File: config.mk
export PLATFORM = sky130hd
export DESIGN_NAME = scs_spi_master
export DESIGN_NICKNAME = d
export VERILOG_FILES = /design/src/scs_pkg.sv /design/src/scs_fifo.sv /design/src/scs_spi_master.sv
export SDC_FILE = /design/constraint.sdc
export NUM_CORES = 1
export LEC_CHECK = 0
export BUFFER_PORTS_ARGS = -buffer_cell sky130_fd_sc_hd__buf_2
export CAP_MARGIN = 20
export CORE_MARGIN = 2
export CORE_UTILIZATION = 51
export DETAILED_ROUTE_END_ITERATION = 6
export PLACE_DENSITY = 0.7
export REMOVE_ABC_BUFFERS = 1
export SETUP_SLACK_MARGIN = 0.2
export SYNTH_ARGS = -nofsm -noshare
export SYNTH_HDL_FRONTEND = slang
export SYNTH_SLANG_ARGS = --single-unit
File: constraint.sdc
create_clock -name clock_i -period 9.1 [get_ports clock_i]
set_input_delay 0.455 -clock clock_i [delete_from_list [all_inputs] [get_ports clock_i]]
set_output_delay 0.455 -clock clock_i [all_outputs]
set_load 0.01 [all_outputs]
File: src/scs_pkg.sv
package scs_pkg;
    localparam int          WORD_BITS      = 8;
    localparam int          FIFO_DEPTH     = 4;
    localparam int          PTR_BITS       = 2;
    localparam int          CNT_BITS       = 3;
    localparam logic [1:0]  MODE_SPI       = 2'h2;
    localparam int          REF_MHZ        = 24;
    localparam int          CLK_MHZ        = 100;
    localparam logic [3:0]  RATE_RESET     = 4'h0;
    localparam logic [7:0]  BUSY_TOKEN     = 8'hff;
    localparam logic [7:0]  TX_RESET       = 8'h00;
    localparam int          IRQ_BITS       = 8;
    localparam int          IRQ_TXIDLE     = 0;
    localparam int          IRQ_TXFREE     = 1;
    localparam int          IRQ_RXVAL      = 2;
    localparam int          IRQ_TXDMA_DONE = 3;
    localparam int          IRQ_RXDMA_DONE = 4;
    localparam int          IRQ_RXOVR      = 5;
    localparam int          IRQ_TXUND      = 6;
    localparam int          IRQ_RXDMA_ERR  = 7;
    // Reference ticks as a 16.16 phase accumulator increment on clock_i.
    localparam logic [31:0] REF_INC = 32'(longint'(REF_MHZ) * 65536 / CLK_MHZ);
    typedef enum logic [1:0] {ST_IDLE, ST_LEAD, ST_TRAIL} scs_state_t;
endpackage : scs_pkg

File: src/scs_fifo.sv
`timescale 1ns/100ps
module scs_fifo #(
    parameter int WIDTH = 8,
    parameter int DEPTH = 4
) (
    // Clock and reset
    input  wire logic             clock_i,
    input  wire logic             rst_n_i,
    input  wire logic             flush_i,
    // Fill side
    input  wire logic             in_valid_i,
    output logic                  in_ready_o,
    input  wire logic [WIDTH-1:0] in_data_i,
    // Drain side
    output logic                  out_valid_o,
    input  wire logic             out_ready_i,
    output logic      [WIDTH-1:0] out_data_o,
    output logic [$clog2(DEPTH):0] count_o
);
    localparam int PW = $clog2(DEPTH);
    logic [WIDTH-1:0] mem [DEPTH];
    logic [PW-1:0]    wr_ptr;
    logic [PW-1:0]    rd_ptr;
    logic             push;
    logic             pop;

    assign in_ready_o  = (count_o != (PW+1)'(DEPTH));
    assign out_valid_o = (count_o != '0);
    assign push        = in_valid_i && in_ready_o;
    assign pop         = out_valid_o && out_ready_i;
    assign out_data_o  = mem[rd_ptr];

    always_ff @(posedge clock_i) begin
        if (push) begin
            mem[wr_ptr] <= in_data_i;
        end
    end

    always_ff @(posedge clock_i or negedge rst_n_i) begin
        if (!rst_n_i) begin
            wr_ptr  <= '0;
            rd_ptr  <= '0;
            count_o <= '0;
        end else if (flush_i) begin
            wr_ptr  <= '0;
            rd_ptr  <= '0;
            count_o <= '0;
        end else begin
            if (push) begin
                wr_ptr <= PW'(wr_ptr + 1'b1);
            end
            if (pop) begin
                rd_ptr <= PW'(rd_ptr + 1'b1);
            end
            count_o <= (PW+1)'(count_o + push - pop);
        end
    end
endmodule : scs_fifo

File: src/scs_spi_master.sv
`timescale 1ns/100ps
module scs_spi_master
    import scs_pkg::*;
(
    // Clock and reset
    input  wire logic                 clock_i,
    input  wire logic                 rst_n_i,
    // Configuration
    input  wire logic [1:0]           controller_mode_select_i,
    input  wire logic                 master_enable_bit_i,
    input  wire logic                 clock_polarity_bit_i,
    input  wire logic                 clock_phase_bit_i,
    input  wire logic                 bit_order_bit_i,
    input  wire logic                 auto_repeat_enable_i,
    input  wire logic                 auto_repeat_select_i,
    input  wire logic [3:0]           rate_multiplier_reg_i,
    input  wire logic [3:0]           rate_power_shift_reg_i,
    // Transmit data from software or DMA
    input  wire logic                 tx_valid_i,
    output logic                      tx_ready_o,
    input  wire logic [WORD_BITS-1:0] tx_data_i,
    // Receive data to software or DMA
    output logic                      rx_valid_o,
    input  wire logic                 rx_ready_i,
    output logic      [WORD_BITS-1:0] rx_data_o,
    // DMA engine status
    input  wire logic                 tx_dma_buffer_active_i,
    input  wire logic                 rx_dma_buffer_active_i,
    input  wire logic                 rx_dma_active_i,
    input  wire logic                 dma_channel_reset_bits_i,
    input  wire logic                 rx_dma_buffer_load_i,
    // Status
    output logic                      tx_idle_flag_o,
    output logic                      tx_free_flag_o,
    output logic                      rx_valid_flag_o,
    output logic                      rx_overflow_flag_o,
    output logic                      rx_dma_error_o,
    // Interrupts
    input  wire logic [IRQ_BITS-1:0]  serial_irq_mask_reg_i,
    input  wire logic                 top_irq_enable_i,
    input  wire logic [IRQ_BITS-1:0]  irq_clear_i,
    output logic      [IRQ_BITS-1:0]  serial_irq_flag_reg_o,
    output logic                      irq_o,
    // SPI pins
    output logic                      spi_clock_o,
    output logic                      serial_out_pin_o,
    input  wire logic                 serial_in_pin_i
);

    ////////////////////////////////////////////////////////////////////////
    logic                 active;
    scs_state_t           state;
    logic [31:0]          ref_acc;
    logic                 ref_tick;
    logic [18:0]          div_cnt;
    logic [18:0]          div_top;
    logic                 half_tick;
    logic [2:0]           bit_cnt;
    logic [WORD_BITS-1:0] tx_shift;
    logic [WORD_BITS-1:0] rx_shift;
    logic [WORD_BITS-1:0] rx_word;
    logic [WORD_BITS-1:0] last_tx;
    logic                 sampled;
    logic                 tx_pop;
    logic                 start;
    logic                 auto_start;
    logic                 word_done;
    logic                 rx_push_ok;
    logic                 rx_in_ready;
    logic [CNT_BITS-1:0]  tx_count;
    logic [CNT_BITS-1:0]  rx_count;
    logic                 tx_out_valid;
    logic [WORD_BITS-1:0] tx_out_data;
    logic                 ovr_pending;
    logic [4:0]           prev;
    logic [4:0]           now;
    logic [IRQ_BITS-1:0]  events;

    function automatic logic [WORD_BITS-1:0] order(
        input logic [WORD_BITS-1:0] d,
        input logic                 lsb_first
    );
        logic [WORD_BITS-1:0] r;
        r = d;
        if (lsb_first) begin
            for (int i = 0; i < WORD_BITS; i++) begin
                r[i] = d[WORD_BITS-1-i];
            end
        end
        return r;
    endfunction : order

    assign active = (controller_mode_select_i == MODE_SPI)
                    && master_enable_bit_i;

    ////////////////////////////////////////////////////////////////////////
    // FIFOs. Data is stored in software order and reordered at the MSB-first shifter.

    scs_fifo #(.WIDTH(WORD_BITS), .DEPTH(FIFO_DEPTH)) u_tx_fifo (
        .clock_i     (clock_i),
        .rst_n_i     (rst_n_i),
        .flush_i     (!active),
        .in_valid_i  (tx_valid_i),
        .in_ready_o  (tx_ready_o),
        .in_data_i   (tx_data_i),
        .out_valid_o (tx_out_valid),
        .out_ready_i (tx_pop),
        .out_data_o  (tx_out_data),
        .count_o     (tx_count)
    );

    assign rx_push_ok = word_done && rx_in_ready;
    // The last bit reaches rx_shift on the same edge as the push, so the
    // stored word takes that bit straight from where it is sampled.
    assign rx_word    = {rx_shift[WORD_BITS-2:0],
                         clock_phase_bit_i ? serial_in_pin_i : sampled};

    scs_fifo #(.WIDTH(WORD_BITS), .DEPTH(FIFO_DEPTH)) u_rx_fifo (
        .clock_i     (clock_i),
        .rst_n_i     (rst_n_i),
        .flush_i     (!active),
        .in_valid_i  (rx_push_ok),
        .in_ready_o  (rx_in_ready),
        .in_data_i   (order(rx_word, bit_order_bit_i)),
        .out_valid_o (rx_valid_o),
        .out_ready_i (rx_ready_i),
        .out_data_o  (rx_data_o),
        .count_o     (rx_count)
    );

    ////////////////////////////////////////////////////////////////////////
    // Rate generator. The 24MHz reference is a fractional tick on
    // clock_i, so edges jitter by one system cycle at most.

    always_ff @(posedge clock_i or negedge rst_n_i) begin
        if (!rst_n_i) begin
            ref_acc <= '0;
        end else begin
            ref_acc <= {16'h0000, ref_acc[15:0]} + REF_INC;
        end
    end

    assign ref_tick = ref_acc[16];
    assign div_top  = 19'(({15'h0000, rate_multiplier_reg_i} + 19'h1)
                      << rate_power_shift_reg_i) - 19'h1;

    always_ff @(posedge clock_i or negedge rst_n_i) begin
        if (!rst_n_i) begin
            div_cnt <= '0;
        end else if (state == ST_IDLE) begin
            div_cnt <= '0;
        end else if (ref_tick) begin
            div_cnt <= (div_cnt >= div_top) ? '0 : 19'(div_cnt + 19'h1);
        end
    end

    assign half_tick = ref_tick && (div_cnt >= div_top);

    ////////////////////////////////////////////////////////////////////////
    // Serializer, eight bits per word, master only.

    assign auto_start = auto_repeat_enable_i && !tx_out_valid
                        && rx_in_ready;
    assign start      = active && (state == ST_IDLE)
                        && (tx_out_valid || auto_start);
    assign tx_pop     = start && tx_out_valid;
    assign word_done  = half_tick && (state == ST_TRAIL)
                        && (bit_cnt == 3'h7);

    always_ff @(posedge clock_i or negedge rst_n_i) begin
        if (!rst_n_i) begin
            state    <= ST_IDLE;
            bit_cnt  <= '0;
            tx_shift <= TX_RESET;
            rx_shift <= '0;
            sampled  <= 1'b0;
        end else if (!active) begin
            state    <= ST_IDLE;
            bit_cnt  <= '0;
        end else begin
            case (state)
                ST_IDLE: begin
                    if (start) begin
                        state   <= ST_LEAD;
                        bit_cnt <= '0;
                        if (tx_out_valid) begin
                            tx_shift <= order(tx_out_data, bit_order_bit_i);
                        end else if (auto_repeat_select_i) begin
                            tx_shift <= BUSY_TOKEN;
                        end else begin
                            tx_shift <= last_tx;
                        end
                    end
                end
                ST_LEAD: begin
                    if (half_tick) begin
                        state <= ST_TRAIL;
                        if (!clock_phase_bit_i) begin
                            sampled <= serial_in_pin_i;
                        end else if (bit_cnt != 3'h0) begin
                            tx_shift <= {tx_shift[6:0], 1'b0};
                        end
                    end
                end
                ST_TRAIL: begin
                    if (half_tick) begin
                        if (clock_phase_bit_i) begin
                            rx_shift <= {rx_shift[6:0],
                                         serial_in_pin_i};
                        end else begin
                            rx_shift <= {rx_shift[6:0], sampled};
                            tx_shift <= {tx_shift[6:0], 1'b0};
                        end
                        bit_cnt <= 3'(bit_cnt + 3'h1);
                        state   <= (bit_cnt == 3'h7) ? ST_IDLE : ST_LEAD;
                    end
                end
                default: state <= ST_IDLE;
            endcase
        end
    end

    always_ff @(posedge clock_i or negedge rst_n_i) begin
        if (!rst_n_i) begin
            last_tx <= TX_RESET;
        end else if (tx_pop) begin
            last_tx <= order(tx_out_data, bit_order_bit_i);
        end
    end

    // In phase one the data line keeps its last bit while idle, so it does
    // not move on the final trailing edge, where the far side samples it.
    always_ff @(posedge clock_i or negedge rst_n_i) begin
        if (!rst_n_i) begin
            spi_clock_o      <= 1'b0;
            serial_out_pin_o <= 1'b0;
        end else begin
            spi_clock_o      <= clock_polarity_bit_i
                                ^ (state == ST_TRAIL);
            serial_out_pin_o <= tx_shift[WORD_BITS-1];
        end
    end

    ////////////////////////////////////////////////////////////////////////
    // Status flags.

    always_ff @(posedge clock_i or negedge rst_n_i) begin
        if (!rst_n_i) begin
            tx_idle_flag_o     <= 1'b1;
            tx_free_flag_o     <= 1'b1;
            rx_valid_flag_o    <= 1'b0;
            rx_overflow_flag_o <= 1'b0;
        end else begin
            tx_idle_flag_o  <= (tx_count == '0)
                               && (state == ST_IDLE) && !start;
            tx_free_flag_o  <= tx_ready_o;
            rx_valid_flag_o <= (rx_count != '0);
            if (word_done && !rx_in_ready) begin
                rx_overflow_flag_o <= 1'b1;
            end else if (!active) begin
                rx_overflow_flag_o <= 1'b0;
            end
        end
    end

    // The DMA error waits for the receive FIFO to drain.
    always_ff @(posedge clock_i or negedge rst_n_i) begin
        if (!rst_n_i) begin
            ovr_pending    <= 1'b0;
            rx_dma_error_o <= 1'b0;
        end else begin
            if (word_done && !rx_in_ready && rx_dma_active_i) begin
                ovr_pending <= 1'b1;
            end else if (ovr_pending && rx_count == '0) begin
                ovr_pending <= 1'b0;
            end
            if (ovr_pending && rx_count == '0) begin
                rx_dma_error_o <= 1'b1;
            end else if (dma_channel_reset_bits_i
                         || rx_dma_buffer_load_i) begin
                rx_dma_error_o <= 1'b0;
            end
        end
    end

    ////////////////////////////////////////////////////////////////////////
    // Interrupt flags: set wins over a clear in the same cycle.

    assign now = {rx_dma_buffer_active_i, tx_dma_buffer_active_i,
                  rx_valid_flag_o, tx_free_flag_o, tx_idle_flag_o};

    always_ff @(posedge clock_i or negedge rst_n_i) begin
        if (!rst_n_i) begin
            prev <= 5'h03;
        end else begin
            prev <= now;
        end
    end

    always_comb begin
        events                 = '0;
        events[IRQ_TXIDLE]     = now[0] && !prev[0];
        events[IRQ_TXFREE]     = now[1] && !prev[1];
        events[IRQ_RXVAL]      = now[2] && !prev[2];
        events[IRQ_TXDMA_DONE] = !now[3] && prev[3];
        events[IRQ_RXDMA_DONE] = !now[4] && prev[4];
        events[IRQ_RXOVR]      = word_done && !rx_in_ready;
        events[IRQ_TXUND]      = start && auto_start;
        events[IRQ_RXDMA_ERR]  = ovr_pending && rx_count == '0;
    end

    always_ff @(posedge clock_i or negedge rst_n_i) begin
        if (!rst_n_i) begin
            serial_irq_flag_reg_o <= '0;
        end else begin
            serial_irq_flag_reg_o <= (serial_irq_flag_reg_o & ~irq_clear_i)
                                     | events;
        end
    end

    assign irq_o = top_irq_enable_i
                   && |(serial_irq_flag_reg_o & serial_irq_mask_reg_i);

endmodule : scs_spi_master

==> results by group, run 1 <==
Pwr
  – Maximum vdd drop: 0.0001674 V
  – Lkg Pwr: 0.004064 uW
  – Total power consumption of the routed design: 1672 uW
  – Pwr Density: 173.8 nW/um^2

Route
  – Final routed DRC violation total: 0
  – Per-cell routed wire length: between 15 and 20 um
  – Pre-antenna DRT Iters: 6
  – Vias per std cell: 5.627
  – Total wirelength of the detailed-routed design: 16.99 mm
  – Antenna Nets Post-Route: 0
  – Number of DRC violations after detailed-routing iteration 0: around 390
  – Number of vias after detailed routing: 5,863

Die
  – Total die area: 17,700 sq um
  – Placement row count: 47
  – Die width: roughly 130 um
  – Die height: 133.1 um
  – Standard cell core area: 16,410 sq um
  – Initial cell density of the core: 51.77%
  – Num ports: 77

Clock network
  – Longest Clk Path Bufs: 2
  – CTS clock-pin slew for the worst setup and hold paths: 0.06 ns
  – Max H-tree Level: 4
  – Total CTS buffers: 17
  – Clock tree root driver cell: clkbuf_16
  – Clock latency reported for the late side of the worst-skew pair: 0.42 ns
  – Count of clock tree sinks: 160
  – CTS tree: done

Synthesis
  – Cell area after technology mapping: 8494 sq um
  – Post-synth ARST share: 60.00%
  – Fraction of post-synthesis cell area in the top cell type by area: 27.10%
  – Synthesized netlist cell count: 743
  – Largest area contributor in the synthesized netlist: dfrtp_1
  – Top flip-flop cell by instance count after synthesis: dfrtp_1
  – Synth area leaders: dfrtp_1 (27%), edfxtp_1 (23%), ha_1 (6.3%)
  – Synthesized area divided by synthesized cell count: 11.43 sq um
  – Share of the yosys chip area belonging to registers: between 50% and 60%
  – Post-synthesis register bit count: 160
  – Yosys warnings: 0
  – Distinct cells, synth: 77
  – Number of enable-type register cells in the synthesized netlist: 64

Min path
  – Worst hold-check path type: primary input to flip-flop

Critical path
  – Crit start category: primary input
  – Largest fanout of any net on the critical path: 10
  – Largest incremental delay on the critical path: 0.52 ns
  – CP most frequent cell: ha_1
  – Required @ worst endpoint: 9.40 ns
  – Kind of end point of the critical path: flip-flop
  – Slowest cell on crit path: nor3b_2
  – Data arrival time of the worst path: 5.96 ns
  – Cells along the critical path: buf_2, ha_1, xnor2_2, o211ai_1, a221o_1, a2111oi_2, a31oi_1, nor4_2, nand3b_1, mux2_1, ha_1, nand3_1, or3_1, or3_1, o211a_1, o21ai_1, nor3b_2, ha_1, fa_1, and2_1
  – Kind of critical path: primary input to flip-flop

Cells and area
  – Most common cell after layout, fill and taps aside: dfrtp_1
  – Most frequent cells in the layout: dfrtp_1 (92), buf_2 (75), edfxtp_1 (64)
  – Post-Layout Cell Count: ~1.0k
  – Number of nets in the final layout: 905
  – Synthesis-to-layout area growth: 13.27%
  – Fraction of layout instances using a drive strength above 1: between 20% and 30%
  – Number of fillers in the final layout: around 1.3k
  – Antenna diodes: 0
  – Design area: 9622 sq um

Timing
  – Part of the cycle the worst path needs: 62.17%
  – Upper clock frequency limit: between 150 and 200 MHz
  – Final number of hold-violating endpoints: 0
  – Worst max-slew margin expressed relative to the limit: 38.27%
  – Max-slew violation count: 0
  – Setup violators final: 0
  – Total negative setup slack: 0 ns
  – Tmin final: between 5 and 6 ns
  – Actual transition at the worst max-transition pin: 0.9259 ns
  – Worst setup margin: 3.443 ns
  – Setup repair after global routing missed its margin: no
  – Worst-case clock skew: approximately 0.012 ns

Global routing
  – Largest net degree at the start of global routing: 74
  – Number of global-route vias before repair: a little under 6k
  – Antenna violations before repair: 0
  – Global route overflow: 0
  – Global-route wire length before repair: 28.52 mm
  – Overall global routing resource usage: 20.16%

Placement
  – Total half-perimeter wirelength after legalization and detailed placement: 12.00 mm
  – Count of buffers from port buffering: 76
  – Placed cells: around 1k
  – Gp weighted congestion: 0.8754
  – Pre-CTS setup slack: 3.067 ns
  – Placed standard-cell area: 9032 sq um

Run
  – Number of maximum-capacitance violations: 0

Status
  – Run status: finished clean
## sequential cells by signal, summed over array words and instances (netlist names), 3 cells and up
signal / cells
ref_acc: 13
u_rx_fifo.mem: 32
u_rx_fifo.count_o: 3
prev: 5
div_cnt: 19
serial_irq_flag_reg_o: 8
u_tx_fifo.mem: 32
bit_cnt: 3
last_tx: 8
rx_shift: 7
tx_shift: 8
u_tx_fifo.count_o: 3
## path summary, 6_finish.rpt
kind,start,endpoint,cells past startpoint,slack [ns]
setup / recovery,rate_multiplier_reg_i[0],u_rx_fifo.count_o[1]$_DFF_PN0_,20,3.44
hold / removal,tx_dma_buffer_active_i,prev[3]$_DFF_PN0_,1,0.16
setup reg to reg,div_cnt[17]$_DFFE_PN0P_,u_rx_fifo.count_o[1]$_DFF_PN0_,10,5.70
hold reg to reg,tx_shift[7]$_DFFE_PN0P_,serial_out_pin_o$_DFF_PN0_,0,0.38
max in group asynchronous,rst_n_i,rx_shift[6]$_DFFE_PN0P_,3,7.41
min in group asynchronous,rst_n_i,serial_irq_flag_reg_o[7]$_DFF_PN0_,2,0.47
## cells by family (layout without fill, tap and decap cells)
group	after synthesis	count (layout)	share of synthesized area, %
AND/OR/NAND/NOR	211	211	13.12
flip-flops	160	160	50.96
AO/OA/AOI/OAI	149	149	11.75
buffers and inverters	83	162	3.947
multiplexers	56	56	9.294
adder cells (fa/ha/maj)	45	45	6.805
XOR/XNOR	39	39	4.110
## through the flow
step                      utilization [%]  hold WS (ns)
after global routing                58.64        0.1432
after global placement              55.05        0.3597
after floorplan                         -        0.1594
after detailed placement            55.05        0.3657
final                               58.64        0.1593
after CTS                           58.64        0.1377
## synthesized netlist by cell type (7+ instances only)
library cell  count
nand2_1          48
dfrtp_1          92
ha_1             43
buf_2             7
clkbuf_1         20
and2_1           12
xnor2_1          22
o21ai_0          18
edfxtp_1         64
a21oi_1          46
or3_1            10
nor2_1           45
nand3_1          22
inv_1            50
and3_1           11
a22oi_1           7
mux2i_1          17
nor3_1           15
mux4_2           16
a31oi_1          17
nand2b_1         12
xor2_1           16
mux2_2           20
## final cells by class
cell class / count / area (sq um) / area share [%]
clock buffers: 18 / 429.2 / 4.460
flip-flops and latches: 160 / 4329 / 44.99
well taps: 220 / 275.3 / 2.861
multi-input cells: 500 / 3835 / 39.86
repair buffers: 80 / 415.4 / 4.317
inverters: 50 / 187.7 / 1.951
clock inverters: 14 / 150.1 / 1.560
## where the power goes
group          leakage, uW  switching, uW  internal, uW
registers          0.00181           15.4           782
clock network     0.000274            309           387
logic              0.00198            103          75.4
## worst max-delay path: cells and delay by family
kind                     cells  cell delay (ns)
buffers and inverters        1             0.17
AO/OA/AOI/OAI                6             1.54
adder cells (fa/ha/maj)      4             1.25
XOR/XNOR                     1             0.27
AND/OR/NAND/NOR              7             1.94
multiplexers                 1             0.33
## metal layers
layer  share of wire, %  GRT usage, %  vias to the layer above
li1                   -             -                     2857
met1                 45         26.12                     2860
met2                 49         33.42                      124
met3                4.5         5.249                       22
met4                1.5         6.272                        0
met5                  0             0                        -
## repair_timing
action	4_1_cts	5_1_grt
hold endpoints to repair	23	0
hold buffers	1	0
resized for setup	0	0
setup buffers	0	0
(Power assumes the default switching activity.)
==> run 2, diff against run 1 <==
--- a/config.mk
+++ b/config.mk
@@ -5,12 +5,13 @@
 export SDC_FILE = /design/constraint.sdc
 export NUM_CORES = 1
 export LEC_CHECK = 0
+export ABC_AREA = 1
 export BUFFER_PORTS_ARGS = -buffer_cell sky130_fd_sc_hd__buf_2
 export CAP_MARGIN = 20
 export CORE_MARGIN = 2
 export CORE_UTILIZATION = 51
 export DETAILED_ROUTE_END_ITERATION = 6
-export PLACE_DENSITY = 0.7
+export PLACE_DENSITY = 0.73
 export REMOVE_ABC_BUFFERS = 1
 export SETUP_SLACK_MARGIN = 0.2
 export SYNTH_ARGS = -nofsm -noshare
==> constraint.sdc (replaced) <==
create_clock -name clock_i -period 5.1 [get_ports clock_i]
set_input_delay 0.255 -clock clock_i [delete_from_list [all_inputs] [get_ports clock_i]]
set_output_delay 0.255 -clock clock_i [all_outputs]
set_load 0.01 [all_outputs]
==> run 2 against run 1 <==
Synthesized cell count is 34% higher. Global-route usage increased by 0.97 points. Sequential cell count unchanged. Total power up 76%. Utilization fell by 0.099 points. Register-to-register slack lost 3.5 ns. First-iteration DRC count is 13% higher. Largest cell class unchanged.
==> results by group, run 2 <==
Status
  – Run status: finished clean

Route
  – Vias per std cell: 5.254 (-6.6%)
  – Final routed DRC violation total: 0 (unchanged)
  – Antenna Nets Post-Route: 0 (unchanged)
  – Number of DRC violations after detailed-routing iteration 0: 445 (+13%)
  – Pre-antenna DRT Iters: 4 (-2)
  – Number of vias after detailed routing: 6,899 (+18%)
  – Per-cell routed wire length: 14.02 um (-14%)
  – Total wirelength of the detailed-routed design: 18.40 mm (+8.3%)

Die
  – Placement row count: 48 (+2.1%)
  – Die height: 135.6 um (+1.9%)
  – Total die area: 18,380 sq um (+3.8%)
  – Die width: 135.6 um (+1.9%)
  – Num ports: 77 (unchanged)
  – Initial cell density of the core: 51.59% (-0.18 points)
  – Standard cell core area: 17,120 sq um (+4.3%)

Timing
  – Part of the cycle the worst path needs: 74.77%
  – Final number of hold-violating endpoints: 0 (unchanged)
  – Setup repair after global routing missed its margin: no
  – Upper clock frequency limit: 262.3 MHz
  – Worst max-slew margin expressed relative to the limit: 46.05% (+7.8 points)
  – Worst-case clock skew: 0.007385 ns (-0.004857 ns)
  – Actual transition at the worst max-transition pin: 0.8063 ns (-0.1196 ns)
  – Tmin final: 3.813 ns
  – Max-slew violation count: 0 (unchanged)
  – Setup violators final: 0 (unchanged)
  – Total negative setup slack: 0 ns (unchanged)

Synthesis
  – Synth area leaders: dfrtp_1 (26%), edfxtp_1 (22%), nand2_1 (9.7%)
  – Fraction of post-synthesis cell area in the top cell type by area: 26.07% (-1.0 points)
  – Distinct cells, synth: 48 (-38%)
  – Post-synthesis register bit count: 160 (unchanged)
  – Share of the yosys chip area belonging to registers: 49.02% (-1.9 points)
  – Yosys warnings: 0 (unchanged)
  – Post-synth ARST share: 60.00% (unchanged)
  – Synthesized area divided by synthesized cell count: 8.884 sq um (-22%)
  – Cell area after technology mapping: 8831 sq um (+4.0%)
  – Commonest cells in the synthesized netlist: nand2_1 (228), inv_1 (113), dfrtp_1 (92)
  – Top flip-flop cell by instance count after synthesis: dfrtp_1
  – Synthesized netlist cell count: 994 (+34%)
  – Largest area contributor in the synthesized netlist: dfrtp_1
  – Number of enable-type register cells in the synthesized netlist: 64 (unchanged)
  – Most repeated cell in the gate-level netlist after synthesis: nand2_1

Clock network
  – Count of clock tree sinks: 160 (unchanged)
  – Total CTS buffers: 17 (unchanged)
  – Total of hold buffers inserted after clock tree synthesis: 8 (+7)
  – CTS clock-pin slew for the worst setup and hold paths: 0.06 ns (about the same)
  – Count of cells resized by post-cts repair: 0 (unchanged)
  – Post-CTS setup buffer count: 0 (unchanged)
  – Clock latency reported for the late side of the worst-skew pair: 0.43 ns (about the same)
  – Longest Clk Path Bufs: 2 (unchanged)
  – Max H-tree Level: 4 (unchanged)
  – Clock tree root driver cell: clkbuf_16
  – CTS tree: done

Cells and area
  – Most common cell after layout, fill and taps aside: nand2_1
  – Antenna diodes: 0 (unchanged)
  – Number of fillers in the final layout: 1,478 (+13%)
  – Fraction of layout instances using a drive strength above 1: 16.73% (-4.1 points)
  – Number of nets in the final layout: 1,171 (+29%)
  – Synthesis-to-layout area growth: 13.47%
  – Biggest registers after layout: u_rx_fifo.mem (32), u_tx_fifo.mem (32), div_cnt (19)
  – Design area: 10,020 sq um (+4.1%)
  – Most frequent cells in the layout: nand2_1 (228), inv_1 (113), dfrtp_1 (92)

Critical path
  – Kind of end point of the critical path: flip-flop
  – Largest incremental delay on the critical path: 0.69 ns (+0.17 ns)
  – Largest fanout of any net on the critical path: 8 (-2)
  – Reg2reg setup slack: 2.23 ns (-3.47 ns)
  – Required @ worst endpoint: 5.15 ns (-4.25 ns)
  – Data arrival time of the worst path: 3.87 ns (-2.09 ns)
  – Slowest cell on crit path: nor2_1
  – Crit start category: primary input
  – Kind of critical path: primary input to flip-flop

Global routing
  – Largest net degree at the start of global routing: 51 (-31%)
  – Global route overflow: 0 (unchanged)
  – Global-route wire length before repair: 30.71 mm (+7.6%)
  – Overall global routing resource usage: 21.12% (+0.97 points)
  – Number of global-route vias before repair: 6,573 (+12%)
  – Antenna violations before repair: 0 (unchanged)

Pwr
  – Relative contribution of sequential cells to total power: 48.0% (+0.3 points)
  – Design internal power: 2183 uW (+75%)
  – Lkg Pwr: 0.004557 uW (+12%)
  – Maximum vdd drop: 0.0002513 V (+50%)
  – Switching part of the total power: 26.05% (+0.46 points)
  – Pwr Density: 294.5 nW/um^2 (+69%)
  – Power share of the clock group: 40.9% (-0.7 points)
  – Combinational share of power: 11.1% (+0.4 points)
  – Switching Power: 768.8 uW (+80%)

Min path
  – Worst hold-check path type: primary input to flip-flop

Placement
  – Placed standard-cell area: 9383 sq um (+3.9%)
  – Gp weighted congestion: 0.8858 (+1.2%)
  – Total half-perimeter wirelength after legalization and detailed placement: 13.28 mm (+11%)
  – Count of buffers from port buffering: 76 (unchanged)

Run
  – Number of maximum-capacitance violations: 0 (unchanged)
==> run 2: kinds of logic after synthesis <==
logic type	synth area share [%]
flip-flops	49.02
XOR/XNOR	2.678
AND/OR/NAND/NOR	24.54
AO/OA/AOI/OAI	10.29
buffers and inverters	6.928
adder cells (fa/ha/maj)	6.546
==> run 2: stage by stage <==
stage          power (uW)  utilization [%]  std cells  worst slack (ns)  hold WS [ns]
2_1_floorplan        1647                -        971             1.400      -0.04059
3_3_place_gp         1753            54.82       1273            0.9747        0.3189
3_5_place_dp         1762            54.82       1273            0.8801        0.3139
4_1_cts              2981            58.55       1313             1.294      0.007749
5_1_grt              3085            58.55       1313            0.8578       0.01571
6_report             2951            58.55       1313             1.287       0.02822
==> run 2: critical path, delay by kind of cell <==
kind | cells | cell delay (ns)
AOI/OAI and AO/OA | 1 | 0.20
buffers and inverters | 5 | 0.38
adders and majority gates | 3 | 0.78
and+or+nand+nor | 17 | 2.26
==> run 2: power groups by stage <==
stage / Sequential [uW] / Combinational [uW] / Clock, uW
finish: 1420 / 328 / 1210
global route: 1420 / 372 / 1290
CTS: 1420 / 330 / 1240
detailed placement: 1440 / 322 / 0
global placement: 1440 / 315 / 0
floorplan: 1440 / 212 / 0
==> run 2: path summary, 6_finish.rpt <==
path | from | endpoint | depth (start not counted)
worst max-delay path | rate_multiplier_reg_i[0] | u_rx_fifo.mem[2][4]$_DFFE_PP_ | 26
worst min-delay path | irq_clear_i[3] | serial_irq_flag_reg_o[3]$_DFF_PN0_ | 2
worst max register to register | state[0]$_DFFE_PN0P_ | u_tx_fifo.count_o[2]$_DFF_PN0_ | 10
worst min register to register | tx_free_flag_o$_DFF_PN1_ | prev[1]$_DFF_PN1_ | 0
max in group asynchronous | rst_n_i | u_rx_fifo.rd_ptr[1]$_DFFE_PN0P_ | 3
min in group asynchronous | rst_n_i | ref_acc[5]$_DFF_PN0_ | 2
==> run 2: area by class of cell <==
cell class                 count  area, sq um  share of cell area, %
inverter                     131        491.7                  4.907
clock buffer                  18        429.2                  4.283
sequential                   160         4329                  43.20
multi-input combinational    680         3890                  38.82
timing repair buffer          85        470.5                  4.695
clock inverter                14        128.9                  1.286
tap                          225        281.5                  2.809
==> run 2: per-layer routing <==
layer | up-vias | GRT usage, % | wire (um)
met2 | 182 | 34.23 | 8552
met1 | 3197 | 28.31 | 8571
met5 | - | 0 | 0
met3 | 31 | 4.115 | 871
met4 | 0 | 7.813 | 408
li1 | 3489 | - | -
==> run 3, diff against run 2 <==
--- a/config.mk
+++ b/config.mk
@@ -11,7 +11,7 @@
 export CORE_MARGIN = 2
 export CORE_UTILIZATION = 51
 export DETAILED_ROUTE_END_ITERATION = 6
-export PLACE_DENSITY = 0.73
+export PLACE_DENSITY = 0.7
 export REMOVE_ABC_BUFFERS = 1
 export SETUP_SLACK_MARGIN = 0.2
 export SYNTH_ARGS = -nofsm -noshare
==> constraint.sdc (replaced) <==
create_clock -name clock_i -period 3.6 [get_ports clock_i]
set_input_delay 0.18 -clock clock_i [delete_from_list [all_inputs] [get_ports clock_i]]
set_output_delay 0.18 -clock clock_i [all_outputs]
set_load 0.01 [all_outputs]
==> run 3 against run 2 <==
Sequential power is 41% higher. Combinational power is 58% higher. Utilization up 3.3 points. Sequential share of layout area shrank 2.3 points. Clock skew up 0.0027 ns. Clock-buffer cell count down 1. Non-clock buffer count rose by 47. Die area unchanged. Largest power group unchanged.
==> results by group, run 3 (synthesized netlist as in run 2, its figures left out) <==
Status
  – Run status: finished clean

Timing
  – Setup repair after global routing missed its margin: yes
  – Max-slew violation count: 0 (unchanged)
  – Tmin final: 3.153 ns
  – Actual transition at the worst max-transition pin: 0.7391 ns (-0.06719 ns)
  – Part of the cycle the worst path needs: 87.59%
  – Setup violators final: 0 (unchanged)
  – Worst-case clock skew: 0.01012 ns (+0.002733 ns)
  – Final number of hold-violating endpoints: 0 (unchanged)
  – Total negative setup slack: 0 ns (unchanged)
  – Worst Hold Margin: 0.05316 ns (+0.02494 ns)
  – Upper clock frequency limit: around 320 MHz
  – Worst max-slew margin expressed relative to the limit: 50.55% (+4.5 points)

Critical path
  – Crit Reg-Reg Startpoint: state[0]$_DFFE_PN0P_
  – Crit start category: primary input
  – Critical path launch point: rate_multiplier_reg_i[1]
  – Largest incremental delay on the critical path: 0.52 ns (-0.17 ns)
  – Destination of the worst register-to-register timing path: u_tx_fifo.count_o[2]$_DFF_PN0_
  – Slowest cell on crit path: fa_2
  – Largest fanout of any net on the critical path: 4 (-4)
  – CP most frequent cell: inv_2
  – Required @ worst endpoint: 3.97 ns (-1.18 ns)
  – Reg2reg setup slack: 1.13 ns (-1.10 ns)
  – Register-to-Register Path Depth: 11 (+1)
  – Kind of end point of the critical path: flip-flop
  – Kind of critical path: primary input to flip-flop
  – Data arrival time of the worst path: 3.52 ns (-0.35 ns)

Clock network
  – CTS tree: done
  – Clock tree root driver cell: clkbuf_16
  – Max H-tree Level: 4 (unchanged)
  – Total CTS buffers: 17 (unchanged)
  – CTS clock-pin slew for the worst setup and hold paths: 0.07 ns (about the same)
  – Count of clock tree sinks: 160 (unchanged)
  – Longest Clk Path Bufs: 2 (unchanged)
  – Clock latency reported for the late side of the worst-skew pair: 0.43 ns (about the same)

Die
  – Die width: 135.6 um (unchanged)
  – Initial cell density of the core: 51.59% (unchanged)
  – Die height: 135.6 um (unchanged)
  – Standard cell core area: 17,120 sq um (unchanged)
  – Total die area: 18,380 sq um (unchanged)
  – Num ports: 77 (unchanged)
  – Placement row count: 48 (unchanged)

Cells and area
  – Design area: 10,590 sq um (+5.7%)
  – Final core occ: 61.89% (+3.3 points)
  – Most common cell after layout, fill and taps aside: nand2_1
  – Fraction of layout instances using a drive strength above 1: 20.53% (+3.8 points)
  – Biggest registers after layout: u_rx_fifo.mem (32), u_tx_fifo.mem (32), div_cnt (19)
  – Synthesis-to-layout area growth: 19.95%
  – Most frequent cells in the layout: nand2_1 (226), inv_1 (110), dfrtp_1 (92)
  – Number of nets in the final layout: 1,218 (+4.0%)
  – Antenna diodes: 0 (unchanged)

Route
  – Pre-antenna DRT Iters: 4 (unchanged)
  – Per-cell routed wire length: 13.79 um (-1.6%)
  – Number of vias after detailed routing: 6,970 (+1.0%)
  – Vias per std cell: 5.125 (-2.5%)
  – Antenna Nets Post-Route: 0 (unchanged)
  – Total wirelength of the detailed-routed design: 18.76 mm (+1.9%)
  – Number of DRC violations after detailed-routing iteration 0: 369 (-17%)
  – Final routed DRC violation total: 0 (unchanged)

Global routing
  – Global route overflow: 0 (unchanged)
  – Number of global-route vias before repair: 6,460 (-1.7%)
  – Overall global routing resource usage: 21.09% (-0.038 points)
  – Global-route wire length before repair: 30.56 mm (-0.47%)
  – Largest net degree at the start of global routing: 49 (-3.9%)
  – Antenna violations before repair: 0 (unchanged)

Min path
  – Worst hold-check path type: primary input to flip-flop
  – Worst hold start: auto_repeat_enable_i
  – Min-Delay Endpoint: serial_irq_flag_reg_o[6]$_DFF_PN0_
  – Hold-critical path depth: 3 (+1)

Placement
  – Gp weighted congestion: 0.9008 (+1.7%)
  – Count of buffers from port buffering: 76 (unchanged)
  – Total half-perimeter wirelength after legalization and detailed placement: 13.26 mm (-0.11%)
  – Placed standard-cell area: 9608 sq um (+2.4%)

Pwr
  – Lkg Pwr: 0.004828 uW (+5.9%)
  – Pwr Density: 417.4 nW/um^2 (+42%)
  – Maximum vdd drop: 0.0003986 V (+59%)
  – Total power consumption of the routed design: 4422 uW (+50%)

Run
  – Number of maximum-capacitance violations: 0 (unchanged)
run 3: timing repair:
item                       CTS  global route
hold buffers                23             0
hold endpoints to repair   137             0
resized for setup            0            30
setup endpoints to repair    0            62
buffers inserted             0             2
run 3: how the worst max path moves through the flow:
stage	end	slack [ns]	depth (start not counted)
after floorplan	u_rx_fifo.count_o[2]$_DFF_PN0_	-0.03	29
after global placement	u_rx_fifo.count_o[2]$_DFF_PN0_	-0.12	30
after detailed placement	u_rx_fifo.count_o[2]$_DFF_PN0_	-0.23	30
after CTS	u_rx_fifo.count_o[2]$_DFF_PN0_	0.22	30
after global routing	u_rx_fifo.count_o[1]$_DFF_PN0_	0.15	30
final	u_rx_fifo.count_o[1]$_DFF_PN0_	0.45	30
run 3: layer usage:
metal	global-route usage, %	share of wire, %	wire [um]
met5	0	0	0
met4	7.234	1.5	274
met1	28.21	47	8866
met2	34.06	47	8847
met3	4.676	4.1	772
run 3: layout make-up:
class	instances	area, sq um
flip-flops and latches	160	4329
fillers	1460	6524
repair buffers	132	870.8
well taps	225	281.5
inverters	131	491.7
clock buffers	17	425.4
multi-input cells	680	3999
clock inverters	15	195.2
run 3: power breakdown:
part           internal, uW  total (uW)  switching (uW)  leakage (uW)
combinational           206         517             311       0.00267
sequential             1960        2000            36.9       0.00185
clock                  1110        1900             790      0.000305
total                  3280        4420            1140       0.00483
run 3: worst max-delay path: cells and delay by family:
| kind | cells | cell delay (ns) |
|---|---|---|
| AOI/OAI and AO/OA | 1 | 0.14 |
| adders and majority gates | 5 | 1.35 |
| buffers and inverters | 7 | 0.46 |
| and+or+nand+nor | 17 | 1.41 |
run 3: metrics by stage:
stage | worst slack, ns | cells
2_1_floorplan | -0.02509 | 971
3_3_place_gp | -0.1164 | 1303
3_5_place_dp | -0.2337 | 1303
4_1_cts | 0.2197 | 1358
5_1_grt | 0.1524 | 1360
6_report | 0.4469 | 1360
